==> config.mk <==
export PLATFORM = sky130hd
export DESIGN_NAME = drive_input_function_logic
export DESIGN_NICKNAME = d
export VERILOG_FILES = /design/src/shared/drive_input_pkg.sv /design/src/drive_input_function_logic.sv
export SDC_FILE = /design/constraint.sdc
export NUM_CORES = 1
export LEC_CHECK = 0
export BUFFER_PORTS_ARGS = -buffer_cell sky130_fd_sc_hd__buf_2
export CORE_ASPECT_RATIO = 1.1
export CORE_MARGIN = 1.5
export CORE_UTILIZATION = 53
export DETAILED_ROUTE_END_ITERATION = 16
export PLACE_DENSITY_LB_ADDON = 0.15
export SETUP_SLACK_MARGIN = 0.5
export SYNTH_ARGS = -nofsm -noshare
export SYNTH_HDL_FRONTEND = slang
export SYNTH_SLANG_ARGS = --single-unit
==> constraint.sdc <==
create_clock -name clk_i -period 2.61 [get_ports clk_i]
set_input_delay 0.1305 -clock clk_i [delete_from_list [all_inputs] [get_ports clk_i]]
set_output_delay 0.1305 -clock clk_i [all_outputs]
set_load 0.02 [all_outputs]
==> src/shared/drive_input_pkg.sv <==
// Constants for the drive input function logic: register map, field
// positions, reset values, function codes and timing counts.
// Assumes a 250 MHz system clock and a 32-bit Avalon-MM register bus.
`default_nettype none
package drive_input_pkg;
	// ==========================================================
	// Clock and timing
	localparam int unsigned CLK_PERIOD_PS = 4000;
	localparam int unsigned DELAY_TICK_NS = 1000;
	localparam int unsigned TICK_CYCLES = (DELAY_TICK_NS * 1000) / CLK_PERIOD_PS;
	localparam int unsigned TICK_W = 8;
	localparam logic [TICK_W-1:0] TICK_LAST = TICK_W'(TICK_CYCLES - 1);

	// ==========================================================
	// Sizes
	localparam int unsigned N_INPUTS = 6;
	localparam int unsigned RAMP_W = 16;
	localparam int unsigned ADDR_W = 8;

	// ==========================================================
	// Register byte offsets
	localparam logic [ADDR_W-1:0] OFS_CONTROL = 8'h00;
	localparam logic [ADDR_W-1:0] OFS_POLARITY = 8'h04;
	localparam logic [ADDR_W-1:0] OFS_FSEL_LO = 8'h08;
	localparam logic [ADDR_W-1:0] OFS_FSEL_HI = 8'h0c;
	localparam logic [ADDR_W-1:0] OFS_ACCEL1 = 8'h10;
	localparam logic [ADDR_W-1:0] OFS_DECEL1 = 8'h14;
	localparam logic [ADDR_W-1:0] OFS_ACCEL2 = 8'h18;
	localparam logic [ADDR_W-1:0] OFS_DECEL2 = 8'h1c;
	localparam logic [ADDR_W-1:0] OFS_COAST_DELAY = 8'h20;
	localparam logic [ADDR_W-1:0] OFS_STATUS = 8'h24;
	localparam logic [ADDR_W-1:0] OFS_IRQ_STATUS = 8'h28;
	localparam logic [ADDR_W-1:0] OFS_IRQ_MASK = 8'h2c;

	// ==========================================================
	// Control register fields
	localparam int unsigned CTL_KEYPAD_RESET = 0;
	localparam int unsigned CTL_GUARD_EN = 1;
	localparam int unsigned CTL_RESTART_MODE = 2;
	localparam int unsigned CTL_METHOD_LSB = 8;
	localparam logic [7:0] METHOD_TERMINAL = 8'h00;
	localparam logic [31:0] CONTROL_RESET = 32'h0000_0000;

	// Status register fields
	localparam int unsigned ST_OUT_ON = 0;
	localparam int unsigned ST_COASTING = 1;
	localparam int unsigned ST_TRIPPED = 2;
	localparam int unsigned ST_SECOND_RATE = 3;
	localparam int unsigned ST_WAITING = 4;
	localparam int unsigned ST_GUARD_HOLD = 5;
	localparam int unsigned ST_CODE_LSB = 8;

	// Interrupt bits
	localparam int unsigned IRQ_W = 3;
	localparam int unsigned IRQ_TRIP = 0;
	localparam int unsigned IRQ_COAST = 1;
	localparam int unsigned IRQ_RESUME = 2;

	// ==========================================================
	// Function codes and error codes
	localparam logic [7:0] FN_TWO_STAGE = 8'h09;
	localparam logic [7:0] FN_COAST = 8'h0b;
	localparam logic [7:0] FN_EXT_FAULT = 8'h0c;
	localparam logic [7:0] FN_FAULT_CLEAR = 8'h12;
	localparam logic [7:0] FN_NONE = 8'hff;
	localparam logic [7:0] ERR_NONE = 8'h00;
	localparam logic [7:0] ERR_EXT_TRIP = 8'h0c;

	// Reset values of the settings
	localparam logic [RAMP_W-1:0] RAMP_RESET = 16'h0064;
	localparam logic [15:0] COAST_DELAY_RESET = 16'h0000;

	// ==========================================================
	// Drive sequence states
	typedef enum logic [4:0] {
		S_STOP = 5'b00001,
		S_RUN = 5'b00010,
		S_COAST = 5'b00100,
		S_WAIT = 5'b01000,
		S_TRIP = 5'b10000
	} drive_state_t;
endpackage
`default_nettype wire

==> src/drive_input_function_logic.sv <==
// Drive input function logic: decodes six assignable terminals into ramp
// select, coast stop, external fault and fault clear, and sequences output.
// Assumes terminals and run command are asynchronous pins, settings come
// over Avalon-MM, and the ramp generator reads the selected times directly.
//
// How it works
// - Ramp select on chooses second accel/decel times, off returns first times.
// - Ramp select acts only when the switch method equals the terminal code.
// - Ramp select mid-acceleration switches to the second rate at once.
// - Coast stop input turns the power output off; motor coasts freely.
// - On coast release output resumes only while run command is active.
// - Restart mode chooses restart from zero or from present motor speed.
// - Restart waits the programmed coast delay; zero delay means no wait.
// - Each terminal has its own polarity; inverted means active when low.
// - External fault rising edge latches trip, reports its code, stops output.
// - Fault falling edge does nothing; trip persists until reset clears it.
// - Latched trip raises alarm at once and lets motor coast.
// - Reset clears alarm and error; release with run active restarts drive.
// - With start guard on, restart after a trip latched outside stop needs new run edge or fresh reset.
// - Each terminal decodes its function code from its own select setting.
//
// The placing of the registers and the Avalon-MM slave port are this design's own decisions.
`timescale 1ns/100ps
`default_nettype none
module drive_input_function_logic
	import drive_input_pkg::*;
(
	// Clock and reset
	input wire logic clk_i,
	input wire logic rst_n_i,
	// Avalon-MM slave
	input wire logic [ADDR_W-1:0] avs_address_i,
	input wire logic avs_read_i,
	input wire logic avs_write_i,
	input wire logic [31:0] avs_writedata_i,
	output logic [31:0] avs_readdata_o,
	output logic avs_waitrequest_o,
	// Terminals and run command
	input wire logic [N_INPUTS-1:0] terminal_i,
	input wire logic run_cmd_i,
	// Ramp generator and output stage
	output logic [RAMP_W-1:0] accel_time_o,
	output logic [RAMP_W-1:0] decel_time_o,
	output logic output_enable_o,
	output logic resume_from_speed_o,
	// Alarm and interrupt
	output logic alarm_o,
	output logic [7:0] error_code_o,
	output logic irq_o
);

	// ==========================================================
	// Settings and state
	logic [31:0] control_q;
	logic [N_INPUTS-1:0] polarity_q;
	logic [7:0] fsel_q [N_INPUTS];
	logic [RAMP_W-1:0] accel1_q, decel1_q, accel2_q, decel2_q;
	logic [15:0] coast_delay_q;
	logic [IRQ_W-1:0] irq_status_q, irq_mask_q;
	logic ack_q;
	logic [N_INPUTS-1:0] term_meta_q, term_sync_q;
	logic run_meta_q, run_sync_q, run_prev_q;
	logic ext_prev_q, clr_prev_q, keypad_prev_q;
	logic trip_q, guard_hold_q;
	drive_state_t state_q, state_d;
	logic [15:0] delay_cnt_q;
	logic [TICK_W-1:0] tick_cnt_q;
	logic [N_INPUTS-1:0] term_active;
	logic two_stage_any, coast_any, ext_any, clr_any;
	logic ramp_second, ext_rise, reset_active, reset_fall, run_rise;
	logic bus_wr, bus_rd, rd_load;
	logic [IRQ_W-1:0] irq_event;
	logic delay_done;

	// ==========================================================
	// Avalon-MM handshake: one wait cycle, then accept
	assign avs_waitrequest_o = (avs_read_i | avs_write_i) & ~ack_q;
	assign rd_load = avs_read_i & ~ack_q;
	assign bus_wr = avs_write_i & ack_q;
	assign bus_rd = avs_read_i & ack_q;

	// Ack toggles so back-to-back requests each see one wait cycle
	always_ff @(posedge clk_i)
	begin
		if (!rst_n_i)
			ack_q <= 1'b0;
		else
			ack_q <= (avs_read_i | avs_write_i) & ~ack_q;
	end

	// Register writes; unmapped and read-only offsets ignore writes
	always_ff @(posedge clk_i)
	begin
		if (!rst_n_i)
		begin
			control_q <= CONTROL_RESET;
			polarity_q <= '0;
			for (int i = 0; i < N_INPUTS; i++)
				fsel_q[i] <= FN_NONE;
			accel1_q <= RAMP_RESET;
			decel1_q <= RAMP_RESET;
			accel2_q <= RAMP_RESET;
			decel2_q <= RAMP_RESET;
			coast_delay_q <= COAST_DELAY_RESET;
			irq_mask_q <= '0;
		end
		else if (bus_wr)
		begin
			case (avs_address_i)
				OFS_CONTROL: control_q <= avs_writedata_i;
				OFS_POLARITY: polarity_q <= avs_writedata_i[N_INPUTS-1:0];
				OFS_FSEL_LO:
				begin
					for (int i = 0; i < 4; i++)
						fsel_q[i] <= avs_writedata_i[8*i +: 8];
				end
				OFS_FSEL_HI:
				begin
					for (int i = 0; i < 2; i++)
						fsel_q[4+i] <= avs_writedata_i[8*i +: 8];
				end
				OFS_ACCEL1: accel1_q <= avs_writedata_i[RAMP_W-1:0];
				OFS_DECEL1: decel1_q <= avs_writedata_i[RAMP_W-1:0];
				OFS_ACCEL2: accel2_q <= avs_writedata_i[RAMP_W-1:0];
				OFS_DECEL2: decel2_q <= avs_writedata_i[RAMP_W-1:0];
				OFS_COAST_DELAY: coast_delay_q <= avs_writedata_i[15:0];
				OFS_IRQ_MASK: irq_mask_q <= avs_writedata_i[IRQ_W-1:0];
				default: ;
			endcase
		end
	end

	// Read data loaded in the wait cycle so it already stands at the
	// accepting edge; unmapped reads zero
	always_ff @(posedge clk_i)
	begin
		if (!rst_n_i)
			avs_readdata_o <= '0;
		else if (rd_load)
		begin
			case (avs_address_i)
				OFS_CONTROL: avs_readdata_o <= control_q;
				OFS_POLARITY: avs_readdata_o <= {26'h0, polarity_q};
				OFS_FSEL_LO: avs_readdata_o <= {fsel_q[3], fsel_q[2], fsel_q[1], fsel_q[0]};
				OFS_FSEL_HI: avs_readdata_o <= {16'h0, fsel_q[5], fsel_q[4]};
				OFS_ACCEL1: avs_readdata_o <= {16'h0, accel1_q};
				OFS_DECEL1: avs_readdata_o <= {16'h0, decel1_q};
				OFS_ACCEL2: avs_readdata_o <= {16'h0, accel2_q};
				OFS_DECEL2: avs_readdata_o <= {16'h0, decel2_q};
				OFS_COAST_DELAY: avs_readdata_o <= {16'h0, coast_delay_q};
				OFS_STATUS:
				begin
					avs_readdata_o <= '0;
					avs_readdata_o[ST_OUT_ON] <= output_enable_o;
					avs_readdata_o[ST_COASTING] <= (state_q == S_COAST);
					avs_readdata_o[ST_TRIPPED] <= trip_q;
					avs_readdata_o[ST_SECOND_RATE] <= ramp_second;
					avs_readdata_o[ST_WAITING] <= (state_q == S_WAIT);
					avs_readdata_o[ST_GUARD_HOLD] <= guard_hold_q;
					avs_readdata_o[ST_CODE_LSB +: 8] <= error_code_o;
				end
				// Include this cycle's events: the clear at acceptance drops them
				OFS_IRQ_STATUS: avs_readdata_o <= {29'h0, irq_status_q | irq_event};
				OFS_IRQ_MASK: avs_readdata_o <= {29'h0, irq_mask_q};
				default: avs_readdata_o <= '0;
			endcase
		end
	end

	// ==========================================================
	// Pin synchronisers; first stage feeds only the second
	always_ff @(posedge clk_i)
	begin
		if (!rst_n_i)
		begin
			term_meta_q <= '0;
			term_sync_q <= '0;
			run_meta_q <= 1'b0;
			run_sync_q <= 1'b0;
		end
		else
		begin
			term_meta_q <= terminal_i;
			term_sync_q <= term_meta_q;
			run_meta_q <= run_cmd_i;
			run_sync_q <= run_meta_q;
		end
	end

	// Polarity, then per-terminal function decode; several terminals may
	// share a function, in which case any one of them asserts it
	always_comb
	begin
		term_active = term_sync_q ^ polarity_q;
		two_stage_any = 1'b0;
		coast_any = 1'b0;
		ext_any = 1'b0;
		clr_any = 1'b0;
		for (int i = 0; i < N_INPUTS; i++)
		begin
			two_stage_any |= term_active[i] & (fsel_q[i] == FN_TWO_STAGE);
			coast_any |= term_active[i] & (fsel_q[i] == FN_COAST);
			ext_any |= term_active[i] & (fsel_q[i] == FN_EXT_FAULT);
			clr_any |= term_active[i] & (fsel_q[i] == FN_FAULT_CLEAR);
		end
	end

	// ==========================================================
	// Ramp time selection, applied live so a ramp in progress changes rate
	assign ramp_second = two_stage_any &
		(control_q[CTL_METHOD_LSB +: 8] == METHOD_TERMINAL);

	always_ff @(posedge clk_i)
	begin
		if (!rst_n_i)
		begin
			accel_time_o <= RAMP_RESET;
			decel_time_o <= RAMP_RESET;
		end
		else
		begin
			accel_time_o <= ramp_second ? accel2_q : accel1_q;
			decel_time_o <= ramp_second ? decel2_q : decel1_q;
		end
	end

	// ==========================================================
	// Edge detection on synchronised levels
	always_ff @(posedge clk_i)
	begin
		if (!rst_n_i)
		begin
			ext_prev_q <= 1'b0;
			clr_prev_q <= 1'b0;
			keypad_prev_q <= 1'b0;
			run_prev_q <= 1'b0;
		end
		else
		begin
			ext_prev_q <= ext_any;
			clr_prev_q <= clr_any;
			keypad_prev_q <= control_q[CTL_KEYPAD_RESET];
			run_prev_q <= run_sync_q;
		end
	end

	assign ext_rise = ext_any & ~ext_prev_q;
	assign reset_active = clr_any | control_q[CTL_KEYPAD_RESET];
	assign reset_fall = (clr_prev_q & ~clr_any) |
		(keypad_prev_q & ~control_q[CTL_KEYPAD_RESET]);
	assign run_rise = run_sync_q & ~run_prev_q;

	// Trip latch; a new fault edge wins over a reset in the same cycle
	always_ff @(posedge clk_i)
	begin
		if (!rst_n_i)
			trip_q <= 1'b0;
		else if (ext_rise)
			trip_q <= 1'b1;
		else if (reset_active)
			trip_q <= 1'b0;
	end

	// Start guard: after a trip latched outside S_STOP is cleared the run level alone cannot restart
	always_ff @(posedge clk_i)
	begin
		if (!rst_n_i)
			guard_hold_q <= 1'b0;
		else if (trip_q && reset_active && control_q[CTL_GUARD_EN])
			guard_hold_q <= 1'b1;
		else if (!trip_q && (run_rise || (reset_fall && !guard_clearing_edge())))
			guard_hold_q <= 1'b0;
	end

	// The reset that cleared the trip also releases the guard only when the trip latched in S_STOP
	function automatic logic guard_clearing_edge();
		return (state_q == S_TRIP);
	endfunction

	// ==========================================================
	// Coast restart delay: 1 us ticks from a prescaler
	assign delay_done = (delay_cnt_q == 16'h0000);

	always_ff @(posedge clk_i)
	begin
		if (!rst_n_i)
		begin
			tick_cnt_q <= '0;
			delay_cnt_q <= '0;
		end
		else if (state_q != S_WAIT)
		begin
			tick_cnt_q <= '0;
			delay_cnt_q <= coast_delay_q;
		end
		else if (tick_cnt_q == TICK_LAST)
		begin
			tick_cnt_q <= '0;
			if (!delay_done)
				delay_cnt_q <= delay_cnt_q - 16'h0001;
		end
		else
			tick_cnt_q <= tick_cnt_q + TICK_W'(1);
	end

	// ==========================================================
	// Output sequence
	always_comb
	begin
		state_d = state_q;
		case (state_q)
			S_STOP:
			begin
				if (run_sync_q && !trip_q && !guard_hold_q && !reset_active)
					state_d = S_RUN;
			end
			S_RUN:
			begin
				if (trip_q)
					state_d = S_TRIP;
				else if (coast_any)
					state_d = S_COAST;
				else if (!run_sync_q)
					state_d = S_STOP;
			end
			S_COAST:
			begin
				if (trip_q)
					state_d = S_TRIP;
				else if (!coast_any)
				begin
					if (!run_sync_q)
						state_d = S_STOP;
					else if (coast_delay_q == 16'h0000)
						state_d = S_RUN;
					else
						state_d = S_WAIT;
				end
			end
			S_WAIT:
			begin
				if (trip_q)
					state_d = S_TRIP;
				else if (coast_any)
					state_d = S_COAST;
				else if (!run_sync_q)
					state_d = S_STOP;
				else if (delay_done)
					state_d = S_RUN;
			end
			S_TRIP:
			begin
				if (!trip_q && !reset_active)
					state_d = S_STOP;
			end
			default: state_d = S_STOP;
		endcase
	end

	always_ff @(posedge clk_i)
	begin
		if (!rst_n_i)
			state_q <= S_STOP;
		else
			state_q <= state_d;
	end

	// Output stage drive, restart point and alarm, all registered
	always_ff @(posedge clk_i)
	begin
		if (!rst_n_i)
		begin
			output_enable_o <= 1'b0;
			resume_from_speed_o <= 1'b0;
			alarm_o <= 1'b0;
			error_code_o <= ERR_NONE;
		end
		else
		begin
			// Fault edge cuts power in the same cycle the alarm rises
			output_enable_o <= (state_d == S_RUN) && !ext_rise;
			if (state_d == S_RUN && state_q != S_RUN)
				resume_from_speed_o <= (state_q != S_STOP) &
					control_q[CTL_RESTART_MODE];
			alarm_o <= trip_q | ext_rise;
			error_code_o <= (trip_q | ext_rise) ? ERR_EXT_TRIP : ERR_NONE;
		end
	end

	// ==========================================================
	// Interrupts: sticky events, cleared by a status read; set wins
	assign irq_event[IRQ_TRIP] = ext_rise;
	assign irq_event[IRQ_COAST] = (state_d == S_COAST) && (state_q != S_COAST);
	assign irq_event[IRQ_RESUME] = (state_d == S_RUN) && (state_q != S_RUN) &&
		(state_q != S_STOP);

	always_ff @(posedge clk_i)
	begin
		if (!rst_n_i)
			irq_status_q <= '0;
		else if (bus_rd && avs_address_i == OFS_IRQ_STATUS)
			irq_status_q <= irq_event;
		else
			irq_status_q <= irq_status_q | irq_event;
	end

	always_ff @(posedge clk_i)
	begin
		if (!rst_n_i)
			irq_o <= 1'b0;
		else
			irq_o <= |((irq_status_q | irq_event) & irq_mask_q);
	end

endmodule
`default_nettype wire

### Word level (Yosys, flattened, before mapping)

Memories as Yosys holds them, arrays and structs flattened.
Index checks and enable logic that the tools add are counted.

| cells by class | value |
|---|---|
| bitwise logic cells | 73 |
| reductions and logical operators | 37 |
| add/sub/neg operators | 2 |
| eq/ne operators | 48 |
| multiplexer cells | 41 |

Operator list:

| kind | number |
|---|---|
| case mux 32 bit (12 select lines) | 1 |
| == test 8 x 4 -> 1 bit, second input constant | 20 |
| == test 8 x 5 -> 1 bit, second input constant | 10 |
| two-way mux 16 bit | 5 |
| two-way mux 5 bit | 11 |
| two-way mux 8 bit | 6 |
| AND 1 bit | 34 |
| == test 8 x 6 -> 1 bit, second input constant | 4 |
| logical NOT 16 bit | 2 |
| bitwise OR 1 bit | 30 |
| case mux 5 bit (5 select lines) | 1 |
| AND reduction 2 bit | 9 |
| logical NOT 8 bit | 2 |
| subtractor 16 x 1 -> 16 bit, second input constant | 1 |
| logical AND 1 bit | 13 |
| two-way mux 1 bit | 13 |
| two-way mux 4 bit | 3 |
| == test 5 x 2 -> 1 bit, second input constant | 2 |
| == test 5 x 3 -> 1 bit, second input constant | 2 |
| adder 8 x 1 -> 8 bit, second input constant | 1 |
| == test 8 x 3 -> 1 bit, second input constant | 1 |
| == test 8 bit, second input constant | 1 |
| NOT 1 bit | 6 |
| nonzero test 2 bit | 3 |
| other kinds (15) | 20 |

| storage, ports and cells | value |
|---|---|
| output and inout bits | 77 |
| logic and storage cells | 233 |
| bits in writable memories | 48 |
| bits in registers | 250 |
| memories kept | 1 |
| bits of input ports | 51 |

Memories:

| name | depth | bits a word | rd ports | clocked after memory_dff | wr ports | line | RTL |
|---|---|---|---|---|---|---|---|
| fsel_q | 6 | 8 | 6 | 0 | 6 | drive_input_function_logic.sv:56 | `logic [7:0] fsel_q [N_INPUTS];` |

### Logic depth before layout (Yosys ltp)

Gate-level depths: netlist (run 1).
An unclocked memory read counts as a cell.

| logic depth | value |
|---|---|
| depth after elaboration | 19 |
| mapped depth | 9 |
| mapped depth without buffers | 8 |

### Worst setup path before layout (run 1)

Ideal clock, no wire load.

| timing | value |
|---|---|
| path kind | input to register |
| start | input port avs_address_i[5] |
| end | memory fsel_q[0][0], enable pin |
| library setup time | 0.389 ns |
| required time | 2.221 ns |
| data arrival time | 2.059 ns |
| stages | 6 |
| setup slack | 0.161 ns |
| path buffers | 2 |
| path through | nor4_2 > and2_1 > buf_2 > buf_1 > nand2_1 > nand2_1 |

RTL lines:

| element | line | RTL |
|---|---|---|
| start, declared | drive_input_function_logic.sv:32 | `input wire logic [ADDR_W-1:0] avs_address_i,` |
| end, declared | drive_input_function_logic.sv:56 |  |

==> impl_summary.log, run 1 <==
[metrics] ports placed on the boundary: 128
[metrics] iteration-0 DRC count of the detailed router: 1182
[metrics] worst hold path class: in -> reg
[metrics] Placement Rows: 59
[metrics] post-synthesis cell type count: 84
[metrics] register area share after synthesis: 0.495
[metrics] launch instance of the worst min-delay path: avs_address_i[4]
[metrics] cell mode on critical path: sky130_fd_sc_hd__buf_4
[metrics] Post-synth ARST share: 0
[metrics] number of storage elements in the synthesis netlist: 290
[metrics] worst vdd ir: 0.460 mV
[metrics] Die Span Y: 165 um
[metrics] detailed placer's ending HPWL: 27900 um
[metrics] Routed Wire Length: 41400 um
[metrics] RSZ-0062 raised after global routing: yes
[metrics] Antenna Violating Nets Remaining: 0
[metrics] initial standard-cell utilization of the core: 0.537
[metrics] DR pass1 iterations: 6
[metrics] area share of fa/ha/maj cells after synthesis: 0.00296
[metrics] critical path's top delay family: simple AND/OR/NAND/NOR gates
[metrics] mean area per synthesized cell: 8.93 um^2
[metrics] dominant combinational cell family by area after synthesis: simple AND/OR/NAND/NOR gates
[metrics] total count of max-transition violations in the final report: 0
[metrics] most instantiated flip-flop cell in the synthesis netlist: sky130_fd_sc_hd__dfxtp_1
[metrics] vias in the first global route: 10800
[metrics] most frequent standard cell in the layout excluding fill and tap cells: sky130_fd_sc_hd__nand2_1
[metrics] number of cells on the worst reg-to-reg path: 8
[metrics] first-pass GRT wire length: 62400 um
[metrics] Critical-path top delay cell: sky130_fd_sc_hd__or4_4
[metrics] Rel. slew slack: 0.431
[metrics] Reg clk slew, reported paths: 0.06 ns
[metrics] final hold slack: 0.175 ns
[metrics] die outline width: 151 um
[metrics] number of design rule violations left after detail routing: 0
[metrics] cell-by-cell trace of the critical path: or3_4 -> buf_4 -> or4_4 -> o211ai_1 -> buf_4 -> nor3_4 -> a32oi_1 -> o2111ai_1
[metrics] area of all placed cells without fillers: 0.0157 mm^2
[metrics] area enclosed by the die boundary: 0.0249 mm^2
[metrics] count of maximum capacitance violations: 0
[metrics] final hold violation count: 0
[metrics] internal power component: 7.17 mW
[metrics] Sw Ratio: 0.224
[metrics] final worst slack: 0.311 ns
[metrics] number of port buffers: 121
[metrics] Vias per Instance: 6.02
[metrics] Final Skew: 0.0153 ns
[metrics] area fraction in compound gates after synthesis: 0.164
[metrics] parity-gate share of the synthesized area counting xor and xnor cells: 0.0193
[metrics] start of the worst register-to-register path: fsel_q[1][5]
[metrics] ratio of cells with drive above 1 in the final layout: 0.199
[metrics] number of setup violations in the final report: 0
[metrics] number of clock buffers inserted by TritonCTS: 30
[metrics] highest achievable clock rate: 435 MHz
[metrics] clock tree from TritonCTS: done
[metrics] final critical-path share of the clock period: 0.881
[metrics] number of synthesized flops with an enable pin: 48
[metrics] power density over the cells: 589 mW/mm^2
[metrics] number of warning messages in the yosys log: 0
[metrics] result of the run: finished, final reports clean
[metrics] power share of the sequential group: 0.494
[metrics] area fraction in and, or, nand and nor cells after synthesis: 0.244
[metrics] most frequent cells in the layout: sky130_fd_sc_hd__nand2_1, sky130_fd_sc_hd__dfxtp_1, sky130_fd_sc_hd__a21oi_1, sky130_fd_sc_hd__buf_2, sky130_fd_sc_hd__nor2_1
[metrics] kind of end point of the critical path: register
[metrics] Tot GR Track Use: 0.330
[metrics] critical path class: reg -> reg
[metrics] ant diodes: 0
[metrics] number of sinks handled by clock tree synthesis: 290
[metrics] clock root buffer master: sky130_fd_sc_hd__clkbuf_16
[metrics] clock latency on the worst-skew pair: 0.56 ns
[metrics] delay of the slowest critical-path stage: 0.43 ns
[metrics] share of total power in the clock network: 0.461
[metrics] post-place setup slack: 0.267 ns
[metrics] slew at the pin closest to its max-slew limit: 0.853 ns
[metrics] post-route setup TNS: 0 ns
[metrics] Core Region: 0.0236 mm^2
[metrics] Min Clock Period, post-route: 2.30 ns
[metrics] category of the worst setup path launch point: register
[metrics] number of buffer and inverter stages on the critical path: 2
[metrics] Lkg Pwr: 5.73 nW
[metrics] WHS Endpoint: avs_readdata_o[0]
[metrics] Synth Instances: 1422
[metrics] maximum number of pins on one net before global-route repair: 76
[metrics] Routability Congestion: 1.01
[metrics] Critical Path RT: 3.02 ns
[metrics] Psw: 2.07 mW
[metrics] filler cell count: 1967
[metrics] worst reg2reg path endpoint: state_q[0]
[metrics] number of antenna violations at the first check in global routing: 0
[metrics] Syn-to-layout area delta: 23.5%
[metrics] hold-critical path depth: 5
[metrics] Overflow after GRT: 0
[metrics] Crit Path Max Fanout: 5
[metrics] number of buffers on the longest clock path: 3
[metrics] mapped cell area: 0.0127 mm^2
[metrics] drt wl/cell: 21.4 um
[metrics] net total in the final layout: 1661
[metrics] area after detailed placement: 0.0138 mm^2
[metrics] combinational fraction of design power: 0.045
[metrics] multiplexer share of the synthesized area: 0.0367
[metrics] number of H-tree levels: 1
[metrics] Via Count: 11600
[metrics] Data arrival, critical path: 2.71 ns
[metrics] r2r setup slk: 0.31 ns
[timing repair]
action / in CTS / in global routing
hold buffers: 43 / 0
hold endpoints to repair: 138 / 0
pin swaps: 9 / 22
endpoints found under the setup margin: 41 / 67
setup buffers: 11 / 10
gates resized for setup: 14 / 31
gates cloned: 1 / 2
[cells in the mapped netlist (7+ instances only)]
cell	n	area [um^2]
sky130_fd_sc_hd__nor4b_1	11	96.3
sky130_fd_sc_hd__o21ai_0	21	105
sky130_fd_sc_hd__buf_4	8	60.1
sky130_fd_sc_hd__nor2_1	92	345
sky130_fd_sc_hd__edfxtp_1	48	1440
sky130_fd_sc_hd__nand4_1	10	62.6
sky130_fd_sc_hd__inv_1	11	41.3
sky130_fd_sc_hd__o211a_1	7	70.1
sky130_fd_sc_hd__buf_2	13	65.1
sky130_fd_sc_hd__a21oi_1	145	726
sky130_fd_sc_hd__nand2_1	284	1070
sky130_fd_sc_hd__xor2_1	14	123
sky130_fd_sc_hd__a22o_1	8	70.1
sky130_fd_sc_hd__a22oi_1	58	435
sky130_fd_sc_hd__a222oi_1	9	90.1
sky130_fd_sc_hd__nand3_1	31	155
sky130_fd_sc_hd__dfxtp_1	242	4840
sky130_fd_sc_hd__nor2b_1	35	219
sky130_fd_sc_hd__and3_1	9	56.3
sky130_fd_sc_hd__nand2b_1	53	332
sky130_fd_sc_hd__mux2i_1	42	420
sky130_fd_sc_hd__and2_1	21	131
sky130_fd_sc_hd__nor4_1	17	106
sky130_fd_sc_hd__nor3_1	14	70.1
sky130_fd_sc_hd__a31oi_1	8	50.1
sky130_fd_sc_hd__clkbuf_1	78	293
sky130_fd_sc_hd__xnor2_1	14	123
[power by group through the flow]
stage / combinational (mW) / sequential [mW] / clock [mW]
floorplan: 0.184 / 4.66 / 0
global placement: 0.353 / 4.66 / 0
detailed placement: 0.354 / 4.66 / 0
CTS: 0.406 / 4.56 / 4.29
global route: 0.436 / 4.56 / 4.47
finish: 0.418 / 4.56 / 4.26
[registers in the layout (all words and copies together) (netlist names), 3 cells and up]
name and flops:
polarity_q 6, fsel_q 48, accel1_q 16, coast_delay_q 16
decel_time_o 16, term_meta_q 6, irq_mask_q 3, avs_readdata_o 32
accel_time_o 16, irq_status_q 3, tick_cnt_q 8, delay_cnt_q 16
decel2_q 16, state_q 5, accel2_q 16, term_sync_q 6
control_q 32, decel1_q 16
[worst max-delay path by stage]
stage | startpoint | to | slack, ns | depth (start not counted)
2_1_floorplan | fsel_q[1][5] | state_q[2] | 0.48 | 6
3_3_place_gp | delay_cnt_q[0] | irq_o | 0.31 | 8
3_5_place_dp | delay_cnt_q[0] | irq_o | 0.27 | 8
4_1_cts | fsel_q[1][5] | resume_from_speed_o | 0.36 | 7
5_1_grt | fsel_q[1][5] | state_q[0] | 0.21 | 8
6_report | fsel_q[1][5] | state_q[0] | 0.31 | 8
[area by class of cell]
cell class,count,area [um^2],area share
clock inverters,15,125,0.00798
repair buffers,251,1800,0.115
inverters,11,43.8,0.00279
flip-flops and latches,290,6290,0.401
clock buffers,41,853,0.0544
well taps,305,382,0.0243
multi-input cells,1023,6190,0.394
[metrics by stage]
step / power, mW / utilization / std cells
after detailed placement: 5.02 / 0.586 / 1813
after floorplan: 4.84 / - / 1427
final: 9.24 / 0.664 / 1936
after global placement: 5.01 / 0.586 / 1813
after CTS: 9.26 / 0.654 / 1924
after global routing: 9.47 / 0.664 / 1936
[worst min-delay path: stages]
cell and delay, ns:
sky130_fd_sc_hd__buf_2 0.14, sky130_fd_sc_hd__nor4_2 0.09, sky130_fd_sc_hd__buf_4 0.16, sky130_fd_sc_hd__nand2_1 0.06, sky130_fd_sc_hd__a41oi_1 0.10
[metal layers]
layer,global-route usage,vias to the layer above,part of all wire
met2,0.546,647,0.47
met5,0,-,0
met1,0.432,5502,0.39
met4,0.141,0,0.045
li1,-,5362,-
met3,0.0467,136,0.091
[logic make-up after synthesis]
group                      count (synthesis)
xor gates and xnor gates                  28
DFF                                      290
AOI/OAI and AO/OA                        317
other                                      1
adders and majority gates                  3
and+or+nand+nor                          623
muxes                                     46
buffers and inverters                    114
(Power assumes the default switching activity.)
==> run 2, diff against run 1 <==
Settings changed: REMOVE_ABC_BUFFERS from default to 1.
==> run 2 against run 1 <==
  * Count of clock-buffer cells in the layout shrank 3
  * First-iteration DRC count shrank 11%
  * Cell area shrank 0.19%
  * Clock skew grew 0.0026 ns
  * Sequential share of layout area grew 0.069 points
  * Utilization shrank 0.13 points
  * Clock power grew 8.9%
  * Highest routed layer unchanged
  * Die area is the same
  * Worst hold slack lost 0.12 ns
  * Routed wire length shrank 4.9%
  * Combinational power shrank 6.2%
==> impl_summary.log, run 2 (synthesized netlist as in run 1, its figures left out) <==
[metrics] number of antenna violations at the first check in global routing: 0 (unchanged)
[metrics] Lkg Pwr: 5.79 nW (+1.1%)
[metrics] Core Region: 0.0236 mm^2 (unchanged)
[metrics] net total in the final layout: 1662 (+0.060%)
[metrics] Antenna Violating Nets Remaining: 0 (unchanged)
[metrics] DR pass1 iterations: 6 (unchanged)
[metrics] result of the run: finished, final reports clean
[metrics] detailed placer's ending HPWL: 26900 um (-3.5%)
[metrics] Rel. slew slack: 0.451 (+0.0193)
[metrics] Psw: 2.07 mW (about the same)
[metrics] Routed Wire Length: 39400 um (-4.9%)
[metrics] maximum number of pins on one net before global-route repair: 60 (-21%)
[metrics] number of instances in the placed design: 1819 (+0.33%)
[metrics] Die Span Y: 165 um (unchanged)
[metrics] most frequent standard cell in the layout excluding fill and tap cells: sky130_fd_sc_hd__nand2_1
[metrics] iteration-0 DRC count of the detailed router: 1053 (-11%)
[metrics] number of port buffers: 121 (unchanged)
[metrics] clock latency on the worst-skew pair: 0.56 ns (about the same)
[metrics] Design Power: 9.59 mW (+3.8%)
[metrics] final hold slack: 0.0582 ns (-0.117 ns)
[metrics] number of buffers on the longest clock path: 3 (unchanged)
[metrics] final worst slack: 0.335 ns (+0.0236 ns)
[metrics] highest achievable clock rate: 440 MHz (+1.0%)
[metrics] total count of max-transition violations in the final report: 0 (unchanged)
[metrics] die outline width: 151 um (unchanged)
[metrics] Reg clk slew, reported paths: 0.06 ns (about the same)
[metrics] final hold violation count: 0 (unchanged)
[metrics] cell-by-cell trace of the critical path: or3_4 -> or3_4 -> o221ai_4 -> buf_4 -> nor3_1 -> o31ai_1 -> a21oi_1
[metrics] combinational fraction of design power: 0.041 (-0.004)
[metrics] Via Count: 11500 (-1.1%)
[metrics] clock tree from TritonCTS: done
[metrics] number of clock buffers inserted by TritonCTS: 30 (unchanged)
[metrics] Largest regs: fsel_q: 48 flops, avs_readdata_o: 32 flops, control_q: 32 flops
[metrics] Min Clock Period, post-route: 2.28 ns (-0.0236 ns)
[metrics] final standard cell count with taps included and fillers excluded: 1935 (-0.052%)
[metrics] delay of the slowest critical-path stage: 0.41 ns (-0.02 ns)
[metrics] count of maximum capacitance violations: 0 (unchanged)
[metrics] ratio of cells with drive above 1 in the final layout: 0.194 (-0.00417)
[metrics] Tot GR Track Use: 0.313 (-0.0174)
[metrics] launch instance of the worst min-delay path: rst_n_i
[metrics] Placement Rows: 59 (unchanged)
[metrics] number of H-tree levels: 1 (unchanged)
[metrics] final critical-path share of the clock period: 0.872 (-0.00903)
[metrics] first-pass GRT wire length: 60000 um (-3.8%)
[metrics] slew at the pin closest to its max-slew limit: 0.813 ns (-0.0404 ns)
[metrics] drt wl/cell: 20.4 um (-4.9%)
[metrics] critical path's top delay family: simple AND/OR/NAND/NOR gates
[metrics] Crit Path Max Fanout: 4 (-1)
[metrics] most frequent cells in the layout: sky130_fd_sc_hd__nand2_1, sky130_fd_sc_hd__dfxtp_1, sky130_fd_sc_hd__a21oi_1, sky130_fd_sc_hd__buf_2, sky130_fd_sc_hd__nor2_1
[metrics] Final Skew: 0.0179 ns (+0.00256 ns)
[metrics] ports placed on the boundary: 128 (unchanged)
[metrics] Overflow after GRT: 0 (unchanged)
[metrics] Vias per Instance: 5.95 (-1.1%)
[metrics] total area of multi-input combinational cells: 0.00609 mm^2 (-1.5%)
[metrics] Routability Congestion: 0.968 (-3.8%)
[metrics] power share of the sequential group: 0.476 (-0.018)
[metrics] start of the worst register-to-register path: fsel_q[1][5]
[metrics] power density over the cells: 613 mW/mm^2 (+4.0%)
[metrics] launch point of the critical path: fsel_q[1][5]
[metrics] number of design rule violations left after detail routing: 0 (unchanged)
[metrics] category of the worst setup path launch point: register
[metrics] filler cell count: 1929 (-1.9%)
[metrics] Sw Ratio: 0.215 (-0.00821)
[metrics] kind of end point of the critical path: register
[metrics] cell mode on critical path: sky130_fd_sc_hd__or3_4
[metrics] Critical Path RT: 3.03 ns (about the same)
[metrics] ant diodes: 0 (unchanged)
[metrics] internal power component: 7.53 mW (+4.9%)
[metrics] number of setup violations in the final report: 0 (unchanged)
[metrics] clock root buffer master: sky130_fd_sc_hd__clkbuf_16
[metrics] number of sinks handled by clock tree synthesis: 290 (unchanged)
[metrics] number of buffer and inverter stages on the critical path: 1 (-1)
[metrics] flip-flop count of the largest register after layout: 48 (unchanged)
[metrics] initial standard-cell utilization of the core: 0.537 (unchanged)
[metrics] Critical-path top delay cell: sky130_fd_sc_hd__or3_4
[metrics] Syn-to-layout area delta: 23.3%
[metrics] worst hold path class: in -> reg
[metrics] area enclosed by the die boundary: 0.0249 mm^2 (unchanged)
[metrics] worst vdd ir: 0.435 mV (-5.6%)
[metrics] Data arrival, critical path: 2.70 ns (about the same)
[metrics] vias in the first global route: 10900 (+1.4%)
[metrics] Register Area: 0.00629 mm^2 (about the same)
[metrics] critical path class: reg -> reg
[metrics] post-place setup slack: 0.282 ns (+0.0149 ns)
[metrics] largest reg by FF count: fsel_q
[metrics] post-route setup TNS: 0 ns (unchanged)
[metrics] RSZ-0062 raised after global routing: yes
[metrics] share of total power in the clock network: 0.483 (+0.022)
-- run 2: timing repair --
action                     4_1_cts  5_1_grt
setup buffers                    7       12
hold endpoints to repair       155        0
gates resized for setup         13       20
setup endpoints to repair       39       51
cloned                           0        2
pin swaps                        6       15
hold buffers                    41        0
-- run 2: through the flow --
| stage | utilization | cell area, um^2 |
|---|---|---|
| final | 0.663 | 15700 |
| after global routing | 0.663 | 15700 |
| after CTS | 0.654 | 15400 |
| after detailed placement | 0.586 | 13800 |
| after floorplan | - | 12300 |
| after global placement | 0.586 | 13800 |
-- run 2: worst register-to-register path, cell delays in order, from the launching register on --
cell	delay (ns)
sky130_fd_sc_hd__edfxtp_1	0.38
sky130_fd_sc_hd__or3_4	0.41
sky130_fd_sc_hd__or3_4	0.37
sky130_fd_sc_hd__o221ai_4	0.28
sky130_fd_sc_hd__buf_4	0.20
sky130_fd_sc_hd__nor3_1	0.06
sky130_fd_sc_hd__o31ai_1	0.33
sky130_fd_sc_hd__a21oi_1	0.12
-- run 2: routing by layer --
| layer | global-route usage | routed length, um |
|---|---|---|
| met5 | 0 | 0 |
| met4 | 0.142 | 1850 |
| met3 | 0.0492 | 3480 |
| met2 | 0.513 | 18200 |
| met1 | 0.407 | 15800 |
-- run 2: worst paths after layout --
path	end	slack, ns	cells after the start
setup / recovery	state_q[1]	0.33	7
hold / removal	clr_prev_q	0.06	3
setup reg to reg	state_q[1]	0.33	7
hold reg to reg	term_sync_q[2]	0.43	1
-- run 2: layout make-up --
| cell class | instances | area share |
|---|---|---|
| Sequential cell | 290 | 0.402 |
| Multi-Input combinational cell | 1023 | 0.389 |
| Timing Repair Buffer | 252 | 0.113 |
| Clock buffer | 38 | 0.0552 |
| Tap cell | 305 | 0.0244 |
| Clock inverter | 16 | 0.0137 |
| Inverter | 11 | 0.00280 |
-- run 2: power groups by stage --
stage	combinational, mW	sequential [mW]	clock [mW]
global route	0.415	4.56	4.86
CTS	0.381	4.56	4.68
detailed placement	0.332	4.66	0
global placement	0.330	4.66	0
finish	0.392	4.56	4.64
floorplan	0.136	4.66	0
==> run 3, diff against run 2 <==
Settings changed: RECOVER_POWER from default to 25, SLEW_MARGIN from default to 0.
==> run 3 against run 2 <==
  * Global-route usage stayed put
  * Final cell count stayed put
  * Count of clock-buffer cells in the layout stayed put
  * Routed wire length is 0.11% lower
  * Critical path depth is the same
  * Worst hold slack improved by 0.099 ns
  * Utilization down 0.52 points
  * Clock skew increased by 0.00097 ns
  * Critical path type unchanged
==> impl_summary.log, run 3 (synthesized netlist as in run 1, its figures left out) <==
[metrics] Core Region: 0.0236 mm^2 (unchanged)
[metrics] ports placed on the boundary: 128 (unchanged)
[metrics] post-route setup TNS: 0 ns (unchanged)
[metrics] r2r setup slk: 0.34 ns (about the same)
[metrics] Sw Ratio: 0.215 (about the same)
[metrics] DR pass1 iterations: 8 (+2)
[metrics] area after detailed placement: 0.0138 mm^2 (unchanged)
[metrics] Antenna Violating Nets Remaining: 0 (unchanged)
[metrics] number of H-tree levels: 1 (unchanged)
[metrics] ant diodes: 0 (unchanged)
[metrics] clock latency on the worst-skew pair: 0.56 ns (about the same)
[metrics] combinational fraction of design power: 0.041 (about the same)
[metrics] area enclosed by the die boundary: 0.0249 mm^2 (unchanged)
[metrics] power density over the cells: 617 mW/mm^2 (+0.75%)
[metrics] clock tree from TritonCTS: done
[metrics] number of buffers on the longest clock path: 3 (unchanged)
[metrics] number of sinks handled by clock tree synthesis: 290 (unchanged)
[metrics] Placement Rows: 59 (unchanged)
[metrics] die outline width: 151 um (unchanged)
[metrics] flip-flop count of the largest register after layout: 48 (unchanged)
[metrics] kind of end point of the critical path: register
[metrics] iteration-0 DRC count of the detailed router: 1143 (+8.5%)
[metrics] most frequent cells in the layout: sky130_fd_sc_hd__nand2_1, sky130_fd_sc_hd__dfxtp_1, sky130_fd_sc_hd__a21oi_1, sky130_fd_sc_hd__nor2_1, sky130_fd_sc_hd__clkbuf_1
[metrics] Register Area: 0.00629 mm^2 (unchanged)
[metrics] Reg clk slew, reported paths: 0.06 ns (about the same)
[metrics] Routability Congestion: 0.968 (unchanged)
[metrics] drt wl/cell: 20.3 um (-0.11%)
[metrics] Design Power: 9.59 mW (about the same)
[metrics] first-pass GRT wire length: 60000 um (unchanged)
[metrics] Min Clock Period, post-route: 2.27 ns (-0.00486 ns)
[metrics] launch instance of the worst min-delay path: rst_n_i
[metrics] Lkg Pwr: 5.47 nW (-5.6%)
[metrics] power share of the sequential group: 0.476 (about the same)
[metrics] Overflow after GRT: 0 (unchanged)
[metrics] Routed Wire Length: 39300 um (-0.11%)
[metrics] final critical-path share of the clock period: 0.870 (-0.00186)
[metrics] Syn-to-layout area delta: 22.3%
[metrics] slew at the pin closest to its max-slew limit: 0.810 ns (-0.00328 ns)
[metrics] number of port buffers: 121 (unchanged)
[metrics] Psw: 2.06 mW (-0.12%)
[metrics] clock root buffer master: sky130_fd_sc_hd__clkbuf_16
[metrics] start of the worst register-to-register path: fsel_q[1][5]
[metrics] maximum number of pins on one net before global-route repair: 60 (unchanged)
[metrics] most frequent standard cell in the layout excluding fill and tap cells: sky130_fd_sc_hd__nand2_1
[metrics] area of all placed cells without fillers: 0.0155 mm^2 (-0.79%)
[metrics] largest reg by FF count: fsel_q
[metrics] hold-critical path depth: 3 (unchanged)
[metrics] number of antenna violations at the first check in global routing: 0 (unchanged)
[metrics] Rel. slew slack: 0.453 (+0.00222)
[metrics] Critical Path RT: 3.03 ns (about the same)
[metrics] total area of multi-input combinational cells: 0.00608 mm^2 (-0.16%)
[metrics] filler cell count: 1977 (+2.5%)
[metrics] worst reg2reg path endpoint: state_q[1]
[metrics] number of design rule violations left after detail routing: 0 (unchanged)
[metrics] count of maximum capacitance violations: 0 (unchanged)
[metrics] number of setup violations in the final report: 0 (unchanged)
[metrics] Final Skew: 0.0189 ns (+0.000971 ns)
[metrics] number of cells on the worst reg-to-reg path: 7 (unchanged)
[metrics] category of the worst setup path launch point: register
[metrics] Largest regs: fsel_q: 48 flops, avs_readdata_o: 32 flops, control_q: 32 flops
[metrics] Tot GR Track Use: 0.313 (unchanged)
[metrics] vias in the first global route: 10900 (unchanged)
[metrics] final hold violation count: 0 (unchanged)
[metrics] critical path class: reg -> reg
[metrics] share of total power in the clock network: 0.483 (about the same)
[metrics] WHS Endpoint: resume_from_speed_o
[metrics] total count of max-transition violations in the final report: 0 (unchanged)
[metrics] highest achievable clock rate: 440 MHz (+0.21%)
[metrics] net total in the final layout: 1662 (unchanged)
[metrics] worst vdd ir: 0.435 mV (about the same)
[metrics] Data arrival, critical path: 2.69 ns (about the same)
[metrics] ratio of cells with drive above 1 in the final layout: 0.145 (-0.0497)
[metrics] worst hold path class: in -> reg
[metrics] internal power component: 7.53 mW (about the same)
[metrics] Crit Path Max Fanout: 4 (unchanged)
[metrics] number of clock buffers inserted by TritonCTS: 30 (unchanged)
[metrics] final core utilization: 0.657 (-0.00524)
[metrics] detailed placer's ending HPWL: 26900 um (unchanged)
[metrics] Via Count: 11500 (+0.11%)
[metrics] initial standard-cell utilization of the core: 0.537 (unchanged)
[metrics] Die Span Y: 165 um (unchanged)
[metrics] Vias per Instance: 5.96 (+0.11%)
[metrics] RSZ-0062 raised after global routing: yes
[metrics] result of the run: finished, final reports clean
[run 3: cell types whose count changed in the layout (fill, tap and decap cells not counted)]
cell | before | now
sky130_fd_sc_hd__and2_0 | 0 | 6
sky130_fd_sc_hd__and2_1 | 21 | 15
sky130_fd_sc_hd__buf_2 | 121 | 48
sky130_fd_sc_hd__buf_4 | 82 | 76
sky130_fd_sc_hd__clkbuf_1 | 3 | 82
sky130_fd_sc_hd__nor3_1 | 11 | 12
sky130_fd_sc_hd__nor3_2 | 7 | 6
sky130_fd_sc_hd__nor3b_1 | 1 | 2
sky130_fd_sc_hd__nor3b_2 | 1 | 0
[run 3: through the flow]
stage / hold WS (ns) / setup WS, ns / instances
floorplan: 0.192 / -0.538 / 1324
global placement: 0.342 / 0.331 / 1819
detailed placement: 0.342 / 0.282 / 1819
CTS: 0.0529 / 0.368 / 1921
global route: 0.179 / 0.294 / 1935
finish: 0.157 / 0.340 / 1935
[run 3: power groups by stage]
stage                     logic, mW  clock network (mW)  registers [mW]
after floorplan               0.136                   0            4.66
after global placement        0.330                   0            4.66
after detailed placement      0.332                   0            4.66
after CTS                     0.381                4.68            4.56
after global routing          0.414                4.86            4.56
final                         0.390                4.64            4.56
[run 3: what timing repair did]
item / CTS / global route
hold endpoints to repair: 155 / 0
hold buffers: 41 / 0
buffers inserted: 7 / 12
cloned: 0 / 2
endpoints found under the setup margin: 39 / 51
pin swaps: 6 / 15
gates resized for setup: 13 / 20
[run 3: critical path, stage by stage (launching register included)]
cell	delay (ns)
sky130_fd_sc_hd__edfxtp_1	0.38
sky130_fd_sc_hd__or3_4	0.41
sky130_fd_sc_hd__or3_4	0.37
sky130_fd_sc_hd__o221ai_4	0.28
sky130_fd_sc_hd__buf_4	0.20
sky130_fd_sc_hd__nor3_1	0.05
sky130_fd_sc_hd__o31ai_1	0.32
sky130_fd_sc_hd__a21oi_1	0.12
[run 3: how the worst max path moves through the flow]
stage | slack (ns) | depth (start not counted) | start | to
2_1_floorplan | -0.54 | 4 | avs_address_i[2] | fsel_q[0][0]
3_3_place_gp | 0.33 | 6 | fsel_q[1][5] | state_q[2]
6_report | 0.34 | 7 | fsel_q[1][5] | state_q[1]
5_1_grt | 0.29 | 6 | fsel_q[5][1] | avs_readdata_o[0]
3_5_place_dp | 0.28 | 6 | fsel_q[1][5] | output_enable_o
4_1_cts | 0.37 | 6 | fsel_q[1][5] | state_q[2]
[run 3: cell type report]
cell class,instances,area share
Clock inverter,16,0.0139
Sequential cell,290,0.405
Clock buffer,38,0.0557
Multi-Input combinational cell,1023,0.392
Tap cell,305,0.0246
Inverter,11,0.00282
Timing Repair Buffer,252,0.106
[run 3: metal layers]
layer	up-vias	wire length [um]	track usage
met2	595	18200	0.513
met1	5446	15800	0.407
met4	0	1860	0.142
met5	-	0	0
li1	5363	-	-
met3	126	3460	0.0492
